[src/lcm_consts.svh]
`ifndef LCM_CONSTS_SVH
`define LCM_CONSTS_SVH

// Register indices; the byte address on the bus is four times the index.
`define LCM_IDX_LINK_CTL2     8'h70
`define LCM_IDX_LINK_STS2     8'h72
`define LCM_IDX_SLOT_CAP2     8'h74
`define LCM_IDX_SLOT_CTL2     8'h78
`define LCM_IDX_SLOT_STS2     8'h7A

// Field positions inside the second link control register.
`define LCM_TLS_MSB           3
`define LCM_TLS_LSB           0
`define LCM_FORCE_COMPLIANCE_ENTRY_BIT         4
`define LCM_HASD_BIT          5
`define LCM_SDE_BIT           6
`define LCM_TM_MSB            9
`define LCM_TM_LSB            7
`define LCM_EMC_BIT           10
`define LCM_COMPLIANCE_SKIP_INSERT_BIT          11
`define LCM_CDE_BIT           12

// Field position inside the second link status register.
`define LCM_CURDE_BIT         0

// Reset values of the sticky control fields, the normal margin code and the last legal margin code.
`define LCM_TLS_RST           4'h2
`define LCM_TM_RST            3'h0
`define LCM_TM_NORMAL         3'h0
`define LCM_TM_LAST_LEGAL     3'h5

// Spacing of skip ordered sets during compliance, in ns and in clk_sys cycles.
`define LCM_CLK_PERIOD_NS     40
`define LCM_SKIP_PERIOD_NS    4720
`define LCM_SKIP_CYCLES       ((`LCM_SKIP_PERIOD_NS) / (`LCM_CLK_PERIOD_NS))

`endif

[src/lcm_pkg.sv]
package lcm_pkg;

	// Training state machine states as reported by the link layer.
	typedef enum logic [3:0] {
		LCM_LT_DETECT     = 4'h0,
		LCM_LT_POLL_ACT   = 4'h1,
		LCM_LT_POLL_CFG   = 4'h2,
		LCM_LT_POLL_COMP  = 4'h3,
		LCM_LT_CONFIG     = 4'h4,
		LCM_LT_L0         = 4'h5,
		LCM_LT_RCV_LOCK   = 4'h6,
		LCM_LT_RCV_SPEED  = 4'h7,
		LCM_LT_RCV_CFG    = 4'h8,
		LCM_LT_RCV_IDLE   = 4'h9,
		LCM_LT_HOT_RESET  = 4'hA,
		LCM_LT_DISABLED   = 4'hB,
		LCM_LT_LOOPBACK   = 4'hC
	} lcm_ltssm_t;

	// Register index as seen on the bus.
	typedef logic [7:0] lcm_index_t;

endpackage

[src/lcm_evt_if.sv]
`timescale 1ns/100ps
`default_nettype none

// Entry events of the training state machine, from the decoder to the register bank.
interface lcm_evt_if;
	logic pollCfgEntry;   // One-cycle pulse on entry to polling configuration.
	logic pollCompEntry;  // One-cycle pulse on entry to polling compliance.
	logic rcvrLockEntry;  // One-cycle pulse on entry to recovery receiver lock.
	logic inPollComp;     // Level while in polling compliance.

	modport src (output pollCfgEntry, output pollCompEntry, output rcvrLockEntry,
		output inPollComp);
	modport snk (input pollCfgEntry, input pollCompEntry, input rcvrLockEntry,
		input inPollComp);
endinterface

`default_nettype wire

[src/link_compliance_margin_ctl.sv]
`timescale 1ns/100ps
`default_nettype none
`include "lcm_consts.svh"

module link_compliance_margin_ctl
	import lcm_pkg::*;
(
	input  wire logic  clk_sys,          // System clock, 25 MHz.
	input  wire logic  sys_rst,          // Power-on reset, synchronous, returns everything to its reset value.
	input  wire logic  hotRst,           // Link hot reset, leaves sticky fields alone.
	input  wire logic  wb_cyc_i,
	input  wire logic  wb_stb_i,
	input  wire logic  wb_we_i,
	input  wire logic [9:0]  wb_adr_i,
	input  wire logic [3:0]  wb_sel_i,
	input  wire logic [31:0] wb_dat_i,
	output logic [31:0]      wb_dat_o,
	output logic             wb_ack_o,
	input  wire lcm_ltssm_t  ltssmState,       // Training state, same clock.
	input  wire logic        linkAtFastRate,   // High while the link runs at the higher rate.
	output logic [2:0]       txMarginApplied,  // Margin code in use on the line.
	output logic             useLaneDrive,     // High when lane registers set drive level.
	output logic             modCompliancePat, // Send modified compliance pattern.
	output logic             sendSkipOs,       // One-cycle request for a skip set.
	output logic             complianceDeemph, // De-emphasis in compliance, 1 is -3.5 dB.
	output logic             forceCompliance,  // Compliance entry bit towards the link.
	output logic [3:0]       complianceSpeed   // Target speed for compliance.
);

	// Sticky control fields of the second link control register.
	logic [3:0] tls_q;       // Target speed field.
	logic       force_compliance_entry_q;     // Forced compliance entry.
	logic       sde_q;       // Selectable de-emphasis for normal operation.
	logic [2:0] tm_q;        // Transmit margin field as written.
	logic       emc_q;       // Modified compliance enable.
	logic       compliance_skip_insert_q;      // Skip insertion during compliance.
	logic       cde_q;       // Compliance de-emphasis select.

	// Link-facing state, cleared by hot reset as well.
	logic [2:0] tmApplied_q; // Margin code latched at receiver lock.
	logic       viaSw_q;     // Compliance was entered through the entry bit.
	logic       curDe_q;     // De-emphasis in use at the higher rate.
	logic       modPat_q;    // Modified pattern selected for this compliance visit.

	// Bus helpers.
	logic       ack_q;       // Registered acknowledge.
	logic       req;         // A new bus request this cycle.
	logic       wrCtl;       // Write strobe to the control register.
	logic [15:0] wrMask;     // Byte lanes selected by the write.
	logic [15:0] ctlWord;    // Current control register image.
	logic [15:0] ctlNext;    // Control register image after a write.
	logic [31:0] rdData_d;   // Read data for the current address.
	logic       skipTick;    // Skip request from the timer.

	lcm_evt_if evt ();

	// Matches the word address of a request against a register index.
	function automatic logic hitIndex(input logic [9:0] adr, input lcm_index_t idx);
		hitIndex = (adr[9:2] == idx);
	endfunction

	// Training state entries.
	lcm_state_decode uDecode (
		.clk_sys    (clk_sys),
		.sys_rst    (sys_rst),
		.ltssmState (ltssmState),
		.evt        (evt)
	);

	// Skip set pacing while compliance runs with insertion enabled.
	lcm_skip_timer uSkip (
		.clk_sys (clk_sys),
		.sys_rst (sys_rst | hotRst),
		.run     (evt.inPollComp & compliance_skip_insert_q),
		.tick    (skipTick)
	);

	// A request is new while the slave has not yet answered it.
	assign req   = wb_cyc_i & wb_stb_i & ~ack_q;
	assign wrCtl = req & wb_we_i & hitIndex(wb_adr_i, `LCM_IDX_LINK_CTL2);

	// Expand the two low byte selects into a bit mask.
	genvar lane;
	generate
		for (lane = 0; lane < 2; lane++) begin : gLane
			assign wrMask[lane*8 +: 8] = {8{wb_sel_i[lane]}};
		end
	endgenerate

	// Image of the control register as software sees it; reserved and hardwired bits are zero.
	always_comb begin
		ctlWord = 16'h0000;
		ctlWord[`LCM_TLS_MSB:`LCM_TLS_LSB] = tls_q;
		ctlWord[`LCM_FORCE_COMPLIANCE_ENTRY_BIT] = force_compliance_entry_q;
		ctlWord[`LCM_HASD_BIT]  = 1'b0;
		ctlWord[`LCM_SDE_BIT]   = sde_q;
		ctlWord[`LCM_TM_MSB:`LCM_TM_LSB] = tm_q;
		ctlWord[`LCM_EMC_BIT]   = emc_q;
		ctlWord[`LCM_COMPLIANCE_SKIP_INSERT_BIT]  = compliance_skip_insert_q;
		ctlWord[`LCM_CDE_BIT]   = cde_q;
	end

	// Merge written byte lanes into the image.
	assign ctlNext = (wb_dat_i[15:0] & wrMask) | (ctlWord & ~wrMask);

	// Acknowledge every request one cycle after it is seen, mapped or not.
	always_ff @(posedge clk_sys) begin
		if (sys_rst) begin
			ack_q <= 1'b0;
		end else begin
			ack_q <= req;
		end
	end

	assign wb_ack_o = ack_q;

	// Read multiplexer; slot registers and unmapped addresses read as zero.
	always_comb begin
		rdData_d = 32'h0000_0000;
		unique case (wb_adr_i[9:2])
			`LCM_IDX_LINK_CTL2: begin
				rdData_d[15:0] = ctlWord;
			end
			`LCM_IDX_LINK_STS2: begin
				rdData_d[`LCM_CURDE_BIT] = curDe_q;
			end
			`LCM_IDX_SLOT_CAP2, `LCM_IDX_SLOT_CTL2, `LCM_IDX_SLOT_STS2: begin
				rdData_d = 32'h0000_0000;
			end
			default: begin
				rdData_d = 32'h0000_0000;
			end
		endcase
	end

	// Read data is captured with the request so it stands with the acknowledge.
	always_ff @(posedge clk_sys) begin
		if (sys_rst) begin
			wb_dat_o <= 32'h0000_0000;
		end else if (req && !wb_we_i) begin
			wb_dat_o <= rdData_d;
		end else if (!req) begin
			wb_dat_o <= 32'h0000_0000;
		end
	end

	// Target speed, entry bit and de-emphasis select; only power-on reset clears them.
	always_ff @(posedge clk_sys) begin
		if (sys_rst) begin
			tls_q   <= `LCM_TLS_RST;
			force_compliance_entry_q <= 1'b0;
			sde_q   <= 1'b0;
		end else if (wrCtl) begin
			tls_q   <= ctlNext[`LCM_TLS_MSB:`LCM_TLS_LSB];
			force_compliance_entry_q <= ctlNext[`LCM_FORCE_COMPLIANCE_ENTRY_BIT];
			sde_q   <= ctlNext[`LCM_SDE_BIT];
		end
	end

	// Compliance test fields; software is expected to leave them at default outside testing.
	always_ff @(posedge clk_sys) begin
		if (sys_rst) begin
			emc_q  <= 1'b0;
			compliance_skip_insert_q <= 1'b0;
			cde_q  <= 1'b0;
		end else if (wrCtl) begin
			emc_q  <= ctlNext[`LCM_EMC_BIT];
			compliance_skip_insert_q <= ctlNext[`LCM_COMPLIANCE_SKIP_INSERT_BIT];
			cde_q  <= ctlNext[`LCM_CDE_BIT];
		end
	end

	// Transmit margin as written; entry to polling configuration clears it and wins over a write.
	always_ff @(posedge clk_sys) begin
		if (sys_rst) begin
			tm_q <= `LCM_TM_RST;
		end else if (evt.pollCfgEntry) begin
			tm_q <= `LCM_TM_NORMAL;
		end else if (wrCtl) begin
			tm_q <= ctlNext[`LCM_TM_MSB:`LCM_TM_LSB];
		end
	end

	// The line only picks up a new margin while passing receiver lock.
	always_ff @(posedge clk_sys) begin
		if (sys_rst || hotRst) begin
			tmApplied_q <= `LCM_TM_NORMAL;
		end else if (evt.pollCfgEntry) begin
			tmApplied_q <= `LCM_TM_NORMAL;
		end else if (evt.rcvrLockEntry) begin
			tmApplied_q <= tm_q;
		end
	end

	// Codes above the last step are reserved; the line stays at its normal range for them.
	always_comb begin
		if (tmApplied_q > `LCM_TM_LAST_LEGAL) begin
			txMarginApplied = `LCM_TM_NORMAL;
		end else begin
			txMarginApplied = tmApplied_q;
		end
	end

	// Normal range hands the drive level to the per-lane drive registers.
	assign useLaneDrive = (txMarginApplied == `LCM_TM_NORMAL);

	// On entry to compliance, note how it was reached and which pattern to send.
	always_ff @(posedge clk_sys) begin
		if (sys_rst || hotRst) begin
			viaSw_q  <= 1'b0;
			modPat_q <= 1'b0;
		end else if (evt.pollCompEntry) begin
			viaSw_q  <= force_compliance_entry_q;
			modPat_q <= emc_q;
		end
	end

	// Modified pattern only while compliance lasts.
	assign modCompliancePat = modPat_q & evt.inPollComp;

	// Skip sets between compliance patterns.
	assign sendSkipOs = skipTick & evt.inPollComp;

	// Software-forced compliance uses its own select; otherwise the normal select.
	assign complianceDeemph = viaSw_q ? cde_q : sde_q;

	// Forced compliance entry and its speed go out to the link layer.
	assign forceCompliance = force_compliance_entry_q;
	assign complianceSpeed = tls_q;

	// Track the de-emphasis in use; at the lower rate the bit holds its last value.
	always_ff @(posedge clk_sys) begin
		if (sys_rst || hotRst) begin
			curDe_q <= 1'b0;
		end else if (linkAtFastRate) begin
			if (evt.inPollComp) begin
				curDe_q <= complianceDeemph;
			end else if (evt.rcvrLockEntry) begin
				curDe_q <= sde_q;
			end
		end
	end
	// The bit is not meaningful while linkAtFastRate is low.

endmodule

`default_nettype wire

[src/lcm_state_decode.sv]
`timescale 1ns/100ps
`default_nettype none

// Turns the training state into entry pulses, in the same cycle as the state appears.
module lcm_state_decode
	import lcm_pkg::*;
(
	input  wire logic  clk_sys,
	input  wire logic  sys_rst,
	input  wire lcm_ltssm_t ltssmState,
	lcm_evt_if.src     evt
);

	lcm_ltssm_t prevState_q;  // State seen in the previous cycle.

	// Remember the previous state so that entries can be told from stays.
	always_ff @(posedge clk_sys) begin
		if (sys_rst) begin
			prevState_q <= LCM_LT_DETECT;
		end else begin
			prevState_q <= ltssmState;
		end
	end

	// An entry is a change into the named state.
	assign evt.pollCfgEntry  = (ltssmState == LCM_LT_POLL_CFG) && (prevState_q != LCM_LT_POLL_CFG);
	assign evt.pollCompEntry = (ltssmState == LCM_LT_POLL_COMP)
		&& (prevState_q != LCM_LT_POLL_COMP);
	assign evt.rcvrLockEntry = (ltssmState == LCM_LT_RCV_LOCK) && (prevState_q != LCM_LT_RCV_LOCK);
	assign evt.inPollComp    = (ltssmState == LCM_LT_POLL_COMP);

endmodule

`default_nettype wire

[src/lcm_skip_timer.sv]
`timescale 1ns/100ps
`default_nettype none
`include "lcm_consts.svh"

// Interval timer, held at zero while run is low, that requests one skip ordered set per period while run is high.
module lcm_skip_timer (
	input  wire logic clk_sys,
	input  wire logic sys_rst,
	input  wire logic run,
	output logic      tick
);

	logic [7:0] count_q;  // Cycles since the last request.

	// Count up while running and wrap at the period; stopping rewinds the count.
	always_ff @(posedge clk_sys) begin
		if (sys_rst || !run) begin
			count_q <= 8'h00;
			tick    <= 1'b0;
		end else if (count_q == 8'((`LCM_SKIP_CYCLES) - 1)) begin
			count_q <= 8'h00;
			tick    <= 1'b1;
		end else begin
			count_q <= count_q + 8'h01;
			tick    <= 1'b0;
		end
	end

endmodule

`default_nettype wire

[config.mk]
export PLATFORM = sky130hd
export DESIGN_NAME = link_compliance_margin_ctl
export DESIGN_NICKNAME = d
export VERILOG_FILES = /design/src/lcm_pkg.sv /design/src/lcm_evt_if.sv /design/src/link_compliance_margin_ctl.sv /design/src/lcm_state_decode.sv /design/src/lcm_skip_timer.sv
export VERILOG_INCLUDE_DIRS = /design/src
export SDC_FILE = /design/constraint.sdc
export NUM_CORES = 1
export LEC_CHECK = 0
export ABC_AREA = 1
export BUFFER_PORTS_ARGS = -buffer_cell sky130_fd_sc_hd__buf_2
export CAP_MARGIN = 20
export CORE_ASPECT_RATIO = 1.2
export CORE_MARGIN = 4
export CORE_UTILIZATION = 40
export DETAILED_ROUTE_END_ITERATION = 10
export GPL_TIMING_DRIVEN = 0
export PLACE_DENSITY = 0.73
export RECOVER_POWER = 25
export SYNTH_ARGS = -nofsm -noshare
export SYNTH_HDL_FRONTEND = slang
export SYNTH_HIERARCHICAL = 1
export SYNTH_SLANG_ARGS = --single-unit
[constraint.sdc]
create_clock -name clk_sys -period 1.2 [get_ports clk_sys]
set_input_delay 0.24 -clock clk_sys [delete_from_list [all_inputs] [get_ports clk_sys]]
set_output_delay 0.24 -clock clk_sys [all_outputs]
set_load 0.02 [all_outputs]
## Word level (Yosys, flattened, before mapping)

Index checks and enable logic that the tools add are counted.
Widths: inputs -> output; s select.

| word-level totals | value |
|---|---|
| register bits after elaboration | 48 |
| latch bits | 0 |
| memory bits (writable) | 0 |
| memory bits (read-only) | 0 |
| output and inout bits | 45 |
| logic and storage cells | 64 |
| memories kept | 0 |

| operators by class | value |
|---|---|
| add/sub/neg operators | 1 |
| multipliers | 0 |
| divide/modulo/power cells | 0 |
| order comparisons | 1 |
| equal/unequal tests | 10 |
| shift-type cells | 0 |
| mux-type cells | 9 |
| bitwise gates (word level) | 13 |
| reductions and logical operators | 14 |

Operators with widths:

| kind | count |
|---|---|
| $mux 16 | 2 |
| $and 13x13->13 | 2 |
| $eq 8x7->1 const B | 3 |
| $not 13->13 | 1 |
| $or 13x13->13 | 1 |
| $mux 12 | 1 |
| $add 8x1->8 const B | 1 |
| $eq 4x2->1 const B | 2 |
| $ne 4x2->1 const B | 2 |
| $and 1x1->1 | 7 |
| $reduce_or 2->1 | 3 |
| $eq 4x3->1 const B | 1 |
| $logic_and 1x1->1 | 4 |
| $mux 1 | 4 |
| $ne 4x3->1 const B | 1 |
| $gt 3x3->1 const B | 1 |
| $logic_not 3->1 | 1 |
| $mux 3 | 1 |
| $logic_not 1->1 | 2 |
| $logic_or 1x1->1 | 2 |
| $ne 2x1->1 const B | 1 |
| $pmux 1 s2 | 1 |
| $reduce_and 2->1 | 1 |
| $reduce_bool 2->1 | 1 |
| 2 further kinds | 2 |

## Longest topological paths before layout

Gate-level depths: netlist (run 1).

| depth | value |
|---|---|
| depth in word-level cells | 5 |
| mapped depth | 10 |

## By module

The synthesis (run 1) kept the hierarchy.

Modules (own cells, without submodules):

| module | instances | cells an instance | area each (µm²) | sequential area each (µm²) |
|---|---|---|---|---|
| link_compliance_margin_ctl | 1 | 217 | 1,516.5 | 620.6 |
| lcm_skip_timer | 1 | 57 | 439.2 | 180.2 |
| lcm_state_decode | 1 | 34 | 195.2 | 80.1 |

## Worst setup path after synthesis (run 1)

No wires, ideal clock.

| timing | value |
|---|---|
| kind | register to output |
| start | reg tmApplied_q[2] |
| end | out useLaneDrive |
| arrival time | 1.142 ns |
| data required time | 0.960 ns |
| setup slack | -0.182 ns |
| stages on the path, launching flop included | 4 |
| buffers on the path | 0 |
| cell sequence | dfxtp_1 -> a21boi_0 -> or3_1 -> inv_1 |

| on the way | value |
|---|---|
| longest elaborated chain between the ends | 3 |

RTL lines:

| element | line | text |
|---|---|---|
| from (decl) | link_compliance_margin_ctl.sv:40 | `logic [2:0] tmApplied_q;` |
| from (signal assigned) | link_compliance_margin_ctl.sv:187 | `` tmApplied_q <= `LCM_TM_NORMAL; `` |
| from (signal assigned) | link_compliance_margin_ctl.sv:189 | `` tmApplied_q <= `LCM_TM_NORMAL; `` |
| from (signal assigned) | link_compliance_margin_ctl.sv:191 | `tmApplied_q <= tm_q;` |
| $gt 3x3->1 (no line) | -- |  |
| $mux 3 | link_compliance_margin_ctl.sv:197 | `` if (tmApplied_q > `LCM_TM_LAST_LEGAL) begin `` |
| via txMarginApplied[0] | link_compliance_margin_ctl.sv:21 | `output logic [2:0] txMarginApplied,` |
| $logic_not 3->1 (no line) | -- |  |
| to (decl) | link_compliance_margin_ctl.sv:22 | `output logic useLaneDrive,` |

The timed path passes the listed nets, and every way through them passes these cells.

## Worst setup path in the final report (run 1)

| timing | value |
|---|---|
| start | reg tmApplied_q[1] |
| end | out useLaneDrive |

| on the way | value |
|---|---|
| longest elaborated chain between the ends | 3 |

RTL lines:

| element | line |
|---|---|
| $gt 3x3->1 (no line) | -- |
| $mux 3 * | link_compliance_margin_ctl.sv:197 |
| $logic_not 3->1 (no line) * | -- |

Every way passes the cells marked *; elsewhere a longest branch is shown, timed or not.

==> results of run 1 <==
==> synthesized netlist by cell type, types with 2 or more instances <==
library cell   n
a211oi_1       2
a21oi_1       16
a21oi_2        5
buf_2          3
buf_4         21
dfxtp_1       44
ha_1           2
inv_1         44
nand2_1       73
nand2_2        3
nand3_1       18
nand3_2        2
nor2_1        52
nor2_2         4
nor2_4         2
o21ai_0        5
==> worst max path at each step <==
stage                         from           end  slack (ns)  cells past startpoint
global placement     ltssmState[0]       curDe_q       -0.21                      8
floorplan           tmApplied_q[2]  useLaneDrive       0.002                      3
finish              tmApplied_q[1]  useLaneDrive       -0.32                      5
CTS                 tmApplied_q[2]  useLaneDrive       -0.32                      5
detailed placement   ltssmState[0]       curDe_q       -0.23                      8
global route        tmApplied_q[2]  useLaneDrive       -0.38                      5
==> metrics by stage <==
step | instance area [um2] | std cells
2_1_floorplan | 2222 | 327
3_3_place_gp | 2585 | 446
3_5_place_dp | 2585 | 446
4_1_cts | 2800 | 460
5_1_grt | 2932 | 465
6_report | 2932 | 465
==> final cells by class <==
class | instances | area, um2 | share of cell area
multi-input cells | 213 | 1087 | 0.3709
plain buffers | 26 | 196.4 | 0.06701
clock inverters | 3 | 46.29 | 0.01579
clock buffers | 5 | 68.82 | 0.02347
repair buffers | 67 | 387.9 | 0.1323
inverters | 45 | 168.9 | 0.05762
flip-flops and latches | 44 | 898.4 | 0.3064
well taps | 62 | 77.57 | 0.02646
==> power by group through the flow <==
stage               Clock (W)  Combinational [W]  Sequential (W)
floorplan                   0           0.000174         0.00151
global placement            0           0.000257         0.00151
detailed placement          0           0.000258         0.00151
CTS                   0.00119           0.000272         0.00147
global route          0.00125           0.000319         0.00147
finish                0.00116           0.000289         0.00147
==> tightest hold or removal path: stages <==
cell and delay [ns]:
buf_2 0.07, nor2_1 0.03, nor2_1 0.08
==> timing repair <==
action | in CTS | in global routing
pin swaps | 6 | 8
gates resized for setup | 22 | 39
setup buffers | 5 | 4
gates cloned | 1 | 1
setup endpoints to repair | 25 | 32
==> routing by layer <==
layer | share of wire | vias to the layer above | wire length (um) | global-route usage
met2 | 0.51 | 63 | 2579 | 0.2829
met1 | 0.38 | 914 | 1925 | 0.1719
li1 | - | 1094 | - | -
met5 | 0 | - | 0 | 0
met3 | 0.085 | 6 | 425 | 0.04091
met4 | 0.018 | 0 | 88 | 0.05825
==> cells in the final DEF, fill, tap and decap left out, types with 8 or more instances in the layout <==
| master | instances |
|---|---|
| nand3_1 | 18 |
| dfxtp_1 | 36 |
| a21oi_1 | 14 |
| conb_1 | 20 |
| nor2_2 | 12 |
| buf_4 | 34 |
| clkbuf_1 | 8 |
| buf_2 | 44 |
| nor2_1 | 42 |
| inv_1 | 38 |
| nand2_2 | 9 |
| nand2_1 | 67 |
==> cell families after synthesis <==
| family | synth area share |
|---|---|
| other cells | 0.001744 |
| flops | 0.4095 |
| fa+ha+maj | 0.01163 |
| buf+inv | 0.1658 |
| simple gates | 0.3275 |
| xor+xnor | 0.004073 |
| compound gates | 0.07970 |
==> flow_metrics.tcl, run 1 <==
set metrics [dict create \
    rsz0062_at_grt "true" \
    grt_use_total 0.1564 \
    gp_congestion 0.8308 \
    rows 29 \
    yosys.area.top_type_share 0.4095 \
    crit_family "simple AND/OR/NAND/NOR gates" \
    p_switching_w 0.0007078 \
    worstPathCellList "inv_2 -> nor2_2 -> or3_4 -> inv_2 -> buf_6" \
    ir_drop_mv 0.7960 \
    fmax_ghz 0.6593 \
    ys.flop_type "dfxtp_1" \
    wl_per_cell_um 10.79 \
    cts_buffers 5 \
    root_buffer "clkbuf_8" \
    hold_ws_ns 0.1625 \
    min_path_cells 3 \
    ant_nets 0 \
    yosysSeqAreaShare 0.4095 \
    area_growth_pct 36.30 \
    ctsHoldBuffers 0 \
    die_w_um 74.94 \
    seqPwrFrac 0.503 \
    pwr-share-comb 0.099 \
    utilization 0.5572 \
    clkLatencyLatePin_ns 0.30 \
    r2r_cells 8 \
    async_reset_ff_frac 0 \
    setup_viol 4 \
    grt_pass1_wl_um 7983 \
    cts_tree "yes" \
    viasPerCell 4.467 \
    crit_fanout 4 \
    grt_max_degree 16 \
    vias 2077 \
    violations "negative setup slack" \
    worstSetupPathType "flop to primary output" \
    path_buf_inv 3 \
    clock_path_buffers 2 \
    start_kind "flop" \
    yosys-top-cells-area "dfxtp_1 (41%), nand2_1 (13%), nor2_1 (9.1%)" \
    timing.final.crit_share 1.264 \
    switching_share 0.2428 \
    syn_area_mm2 0.002151 \
    critPathMaxStageDelay_ns 0.37 \
    crit_arrival_ns 1.28 \
    clkPwrFrac 0.398 \
    finClkSkew_ns 0.01348 \
    crit_path_top_delay_cell "or3_4" \
    hold_viol_final 0 \
    dieHeight_um 88.33 \
    htree_levels 2 \
    drc 0 \
    drv_cap 0 \
    synth_cells 308 \
    slew_viol_final 0 \
    cts.sinks 44 \
    hp-class "primary input to flop" \
    syn-mean-instance-area_um2 6.983 \
    synth_top_area_cell "dfxtp_1" \
    min_period_ns 1.517 \
    power_w 0.002915 \
    num_io_pins 102 \
    r2r_start "wb_ack_o" \
    internal_power_w 0.002207 \
    drive_gt1_frac 0.3697 \
    r2r_slack_ns 0 \
    leakage_nw 1.382 \
    synth_edf_count 0 \
    tns_ns -0.4606 \
    first_pass_iters 4 \
    outcome "finished, violations left" \
    grt_antenna_before_repair 0 \
    ys.warnings.count 6 \
    overflow 0 \
    setup_ws_ns -0.3168 \
    fill_cells 513 \
    antennaDiodeCount 0 \
    hold_start "wb_dat_i[0]" \
    dp_slack_ns -0.2278 \
    dieArea_mm2 0.006619 \
    path_clk_slew_ns 0.09 \
    initial_core_util 0.4088 \
    drt_first_iter_violations 108 \
    drt_wl_total_um 5019 \
    grt_pass1_vias 1898 \
    io_buffers 57 \
    end_kind "primary output" \
    ys_ff_latch 44 \
    fin_nets 461 \
    fp.coreArea_mm2 0.005261 \
    synth.distinct_cells 28 \
    p_per_area_mw_per_mm2 994.4 \
    worstPathRequired_ns 0.96 \
    crit_path_frequent_cell "inv_2" \
    hpwl_um 3706 \
]
No activity file was read; power rests on OpenSTA's default activity.
==> run 2: changes to the inputs <==
--- a/config.mk
+++ b/config.mk
@@ -13,7 +13,6 @@
 export CORE_MARGIN = 4
 export CORE_UTILIZATION = 40
 export DETAILED_ROUTE_END_ITERATION = 10
-export GPL_TIMING_DRIVEN = 0
 export PLACE_DENSITY = 0.73
 export RECOVER_POWER = 25
 export SYNTH_ARGS = -nofsm -noshare
==> flow_metrics.tcl, run 2 (synthesized netlist as in run 1, its figures left out) <==
set metrics [dict create \
    outcome "finished, violations left" \
    violations "negative setup slack" \
    most-common-layout-cells "nand2_1 (67), buf_2 (46), nor2_1 (45), inv_1 (39), dfxtp_1 (37)" \
    io_buffers 57 \
    use_met1 0.1552 \
    vias 2068 \
    cts_buffers 5 \
    fin_nets 445 \
    num_io_pins 102 \
    area_growth_pct 30.48 \
    power_w 0.002854 \
    root_buffer "clkbuf_8" \
    setup_ws_ns -0.2981 \
    grt_antenna_before_repair 0 \
    cts.sinks 44 \
    hpwl_um 3662 \
    leakage_nw 1.295 \
    dp_slack_ns -0.1797 \
    r2r_cells 7 \
    rows 29 \
    grt_pass1_vias 1772 \
    first_pass_iters 4 \
    gr-usage-met3 0.03750 \
    min_period_ns 1.498 \
    cts_tree "yes" \
    wl_per_cell_um 11.61 \
    internal_power_w 0.002173 \
    drc 0 \
    min_path_cells 3 \
    seqPwrFrac 0.515 \
    clkLatencyLatePin_ns 0.30 \
    met2_usage 0.2662 \
    start_kind "flop" \
    gp_congestion 0.7819 \
    dieArea_mm2 0.006619 \
    grt_pass1_wl_um 7417 \
    finClkSkew_ns 0.004858 \
    drv_cap 0 \
    ant_nets 0 \
    crit_arrival_ns 1.26 \
    fp.coreArea_mm2 0.005261 \
    p_switching_w 0.0006810 \
    ctsHoldBuffers 0 \
    setup_viol 6 \
    ir_drop_mv 0.6617 \
    grt_use_total 0.1457 \
    overflow 0 \
    drive_gt1_frac 0.3256 \
    slew_viol_final 0 \
    worstSetupPathType "flop to primary output" \
    grt-busiest-layer "met2" \
    antennaDiodeCount 0 \
    timing.final.crit_share 1.248 \
    hp-class "primary input to flop" \
    worst_pin_slew_ns 0.5409 \
    initial_core_util 0.4088 \
    maxSlewHeadroom 0.6394 \
    drt_first_iter_violations 101 \
    htree_levels 2 \
    die_w_um 74.94 \
    switching_share 0.2386 \
    clock_path_buffers 2 \
    drt_wl_total_um 5211 \
    path_clk_slew_ns 0.08 \
    viasPerCell 4.606 \
    rsz0062_at_grt "true" \
    dieHeight_um 88.33 \
    pwr-share-comb 0.093 \
    p_per_area_mw_per_mm2 1017 \
    end_kind "primary output" \
    worstPathRequired_ns 0.96 \
    grt_max_degree 14 \
    hold_viol_final 0 \
    clkPwrFrac 0.393 \
    crit_fanout 4 \
    layout_commonest_cell "nand2_1" \
    fmax_ghz 0.6675 \
]
-- run 2: changes by cell type in the layout (fill, tap and decap cells not counted), sizes merged --
cell | previous run | this run
clkinv | 0 | 1
inv | 46 | 45
clkbuf | 13 | 14
buf | 85 | 68
clkinvlp | 1 | 0
nand3 | 22 | 23
-- run 2: through the flow --
step,util,cells,area (um2),setup TNS (ns),hold slack [ns]
after floorplan,-,327,2222,0,0.3091
after global placement,0.4713,431,2480,-1.503,0.4484
after detailed placement,0.4713,431,2480,-2.143,0.4513
after CTS,0.4985,440,2623,-0.4047,0.1609
after global routing,0.5334,449,2806,-1.283,0.1778
final,0.5334,449,2806,-0.3877,0.1513
-- run 2: metal layers --
layer / vias up / part of all wire
li1: 1060 / -
met1: 936 / 0.38
met2: 64 / 0.53
met3: 8 / 0.073
met4: 0 / 0.021
met5: - / 0
-- run 2: power groups by stage --
| stage | logic [W] | clock network (W) | registers [W] |
|---|---|---|---|
| global placement | 0.000224 | 0 | 0.00151 |
| detailed placement | 0.000227 | 0 | 0.00151 |
| finish | 0.000264 | 0.00112 | 0.00147 |
| floorplan | 0.000174 | 0 | 0.00151 |
| global route | 0.000288 | 0.00119 | 0.00147 |
| CTS | 0.000229 | 0.00114 | 0.00147 |
-- run 2: final cells by class --
cell class              instances  area, um2
repair buffers                 76      460.4
clock inverters                 2      35.03
multi-input cells             214       1095
clock buffers                   6      72.57
fillers                       492       2455
inverters                      45      171.4
well taps                      62      77.57
flip-flops and latches         44      894.6
-- run 2: repair_timing --
item | in CTS | in global routing
endpoints found under the setup margin | 7 | 36
setup buffers | 1 | 5
pin swaps | 1 | 14
gates cloned | 0 | 4
gates resized for setup | 13 | 39
-- run 2: worst paths after layout --
| path | start | end | slack (ns) |
|---|---|---|---|
| worst max-delay path | tmApplied_q[1] | useLaneDrive | -0.30 |
| worst min-delay path | wb_dat_i[10] | flop | 0.15 |
| worst max register to register | wb_ack_o | flop | -0.01 |
| worst min register to register | uSkip/count_q[0] | uSkip/count_q[0] | 0.46 |
-- run 2: critical path, cell delays in order, from the launching register on --
cell and delay, ns:
dfxtp_2 0.34, inv_1 0.05, nor2_1 0.03, or3_1 0.37
inv_2 0.06, buf_6 0.10
==> run 3: changes to the inputs <==
--- a/config.mk
+++ b/config.mk
@@ -9,7 +9,6 @@
 export ABC_AREA = 1
 export BUFFER_PORTS_ARGS = -buffer_cell sky130_fd_sc_hd__buf_2
 export CAP_MARGIN = 20
-export CORE_ASPECT_RATIO = 1.2
 export CORE_MARGIN = 4
 export CORE_UTILIZATION = 40
 export DETAILED_ROUTE_END_ITERATION = 10
==> flow_metrics.tcl, run 3 (synthesized netlist as in run 1, its figures left out) <==
set metrics [dict create \
    htree_levels 2 \
    die_w_um 81.33 \
    clkPwrFrac 0.359 \
    hold_viol_final 0 \
    violations "negative setup slack" \
    utilization 0.5404 \
    viasPerCell 4.464 \
    initial_core_util 0.4158 \
    hold_start "ltssmState[0]" \
    hpwl_um 3739 \
    worstSetupPathType "flop to primary output" \
    cts_buffers 5 \
    setup_ws_ns -0.2987 \
    start_kind "flop" \
    internal_power_w 0.002022 \
    end_kind "primary output" \
    cts.sinks 44 \
    min_path_cells 3 \
    r2r_start "wb_ack_o" \
    finClkSkew_ns 0.004565 \
    ir_drop_mv 0.9277 \
    grt_pass1_vias 1889 \
    outcome "finished, violations left" \
    clock_path_buffers 2 \
    ant_nets 0 \
    rsz0062_at_grt "true" \
    grt_max_degree 17 \
    gp_congestion 0.8382 \
    setup_viol 4 \
    r2r_cells 9 \
    r2r_slack_ns -0.01 \
    seqPwrFrac 0.545 \
    crit_fanout 4 \
    fill_cells 510 \
    wl_per_cell_um 11.26 \
    p_switching_w 0.0006772 \
    overflow 0 \
    maxSlewHeadroom 0.4333 \
    drc 0 \
    dp_slack_ns -0.1533 \
    drive_gt1_frac 0.3411 \
    dieArea_mm2 0.006615 \
    clkLatencyLatePin_ns 0.30 \
    switching_share 0.2509 \
    worst_pin_slew_ns 0.8501 \
    path_clk_slew_ns 0.08 \
    grt_antenna_before_repair 0 \
    p_per_area_mw_per_mm2 965.6 \
    num_io_pins 102 \
    root_buffer "clkbuf_8" \
    crit_arrival_ns 1.26 \
    first_pass_iters 4 \
    hp-class "primary input to flop" \
    fmax_ghz 0.6673 \
    hold_ws_ns 0.1612 \
    rows 26 \
    fin_nets 445 \
    drv_cap 0 \
    timing.final.crit_share 1.249 \
    worstPathRequired_ns 0.96 \
    ctsHoldBuffers 0 \
    grt_pass1_wl_um 8107 \
    layout_commonest_cell "nand2_1" \
    slew_viol_final 0 \
    most-common-layout-cells "nand2_1 (66), nor2_1 (45), buf_2 (43), inv_1 (35), dfxtp_1 (35)" \
    leakage_nw 1.278 \
    antennaDiodeCount 0 \
    grt_use_total 0.1585 \
    area_growth_pct 29.96 \
    pwr-share-comb 0.096 \
    io_buffers 57 \
    cts_tree "yes" \
    dieHeight_um 81.33 \
    min_period_ns 1.499 \
    drt_wl_total_um 5147 \
    fp.coreArea_mm2 0.005172 \
    holdPathEnd "uDecode/prevState_q[0]" \
    vias 2040 \
    drt_first_iter_violations 102 \
]
[run 3: cell count changes in the layout (fill, tap and decap cells not counted), sizes merged]
| cell | previous run | this run |
|---|---|---|
| bufinv | 1 | 0 |
| clkinv | 1 | 0 |
| clkinvlp | 0 | 1 |
| clkbuf | 14 | 15 |
[run 3: area by class of cell]
| cell class | instances | area [um2] | share of cell area |
|---|---|---|---|
| Inverter | 45 | 168.9 | 0.06043 |
| Clock inverter | 1 | 7.507 | 0.002686 |
| Clock buffer | 7 | 86.33 | 0.03089 |
| Timing Repair Buffer | 76 | 464.2 | 0.1661 |
| Tap cell | 70 | 87.58 | 0.03133 |
| Multi-Input combinational cell | 214 | 1086 | 0.3885 |
| Sequential cell | 44 | 894.6 | 0.3201 |
[run 3: stage by stage]
step / instances / setup TNS, ns / instance area (um2) / total power [W]
floorplan: 327 / 0 / 2222 / 0.001682
global placement: 441 / -0.9210 / 2505 / 0.001731
detailed placement: 441 / -1.663 / 2505 / 0.001734
CTS: 450 / -0.4048 / 2631 / 0.002696
global route: 457 / -1.248 / 2795 / 0.002811
finish: 457 / -0.3459 / 2795 / 0.002699
[run 3: power groups by stage]
stage                     clock (W)  sequential [W]  combinational [W]
final                      0.000968         0.00147           0.000260
after detailed placement          0         0.00151           0.000227
after global routing        0.00105         0.00147           0.000285
after CTS                  0.000995         0.00147           0.000228
after global placement            0         0.00151           0.000224
after floorplan                   0         0.00151           0.000174
[run 3: timing repair]
item,CTS,global route
gates resized for setup,13,44
setup endpoints to repair,7,39
setup buffers,1,4
cloned,0,3
pin swaps,3,11
[run 3: how the worst max path moves through the flow]
| stage | from | end | slack [ns] | depth (start not counted) |
|---|---|---|---|---|
| 2_1_floorplan | tmApplied_q[2] | useLaneDrive | 0.002 | 3 |
| 3_3_place_gp | ltssmState[3] | uSkip/count_q[4] | -0.1 | 10 |
| 3_5_place_dp | ltssmState[3] | uSkip/count_q[3] | -0.15 | 10 |
| 4_1_cts | tmApplied_q[2] | useLaneDrive | -0.31 | 5 |
| 5_1_grt | tmApplied_q[1] | useLaneDrive | -0.35 | 5 |
| 6_report | tmApplied_q[1] | useLaneDrive | -0.30 | 5 |
[run 3: worst max-delay path: stages, from the launching register on]
cell and delay (ns):
dfxtp_2 0.34, inv_2 0.04, nor2_1 0.04, or3_1 0.37, inv_2 0.06, buf_6 0.10
[run 3: per-layer routing]
layer,track usage,routed length (um)
met5,0,0
met4,0.06250,89
met3,0.03880,318
met2,0.2785,2564
met1,0.1830,2174
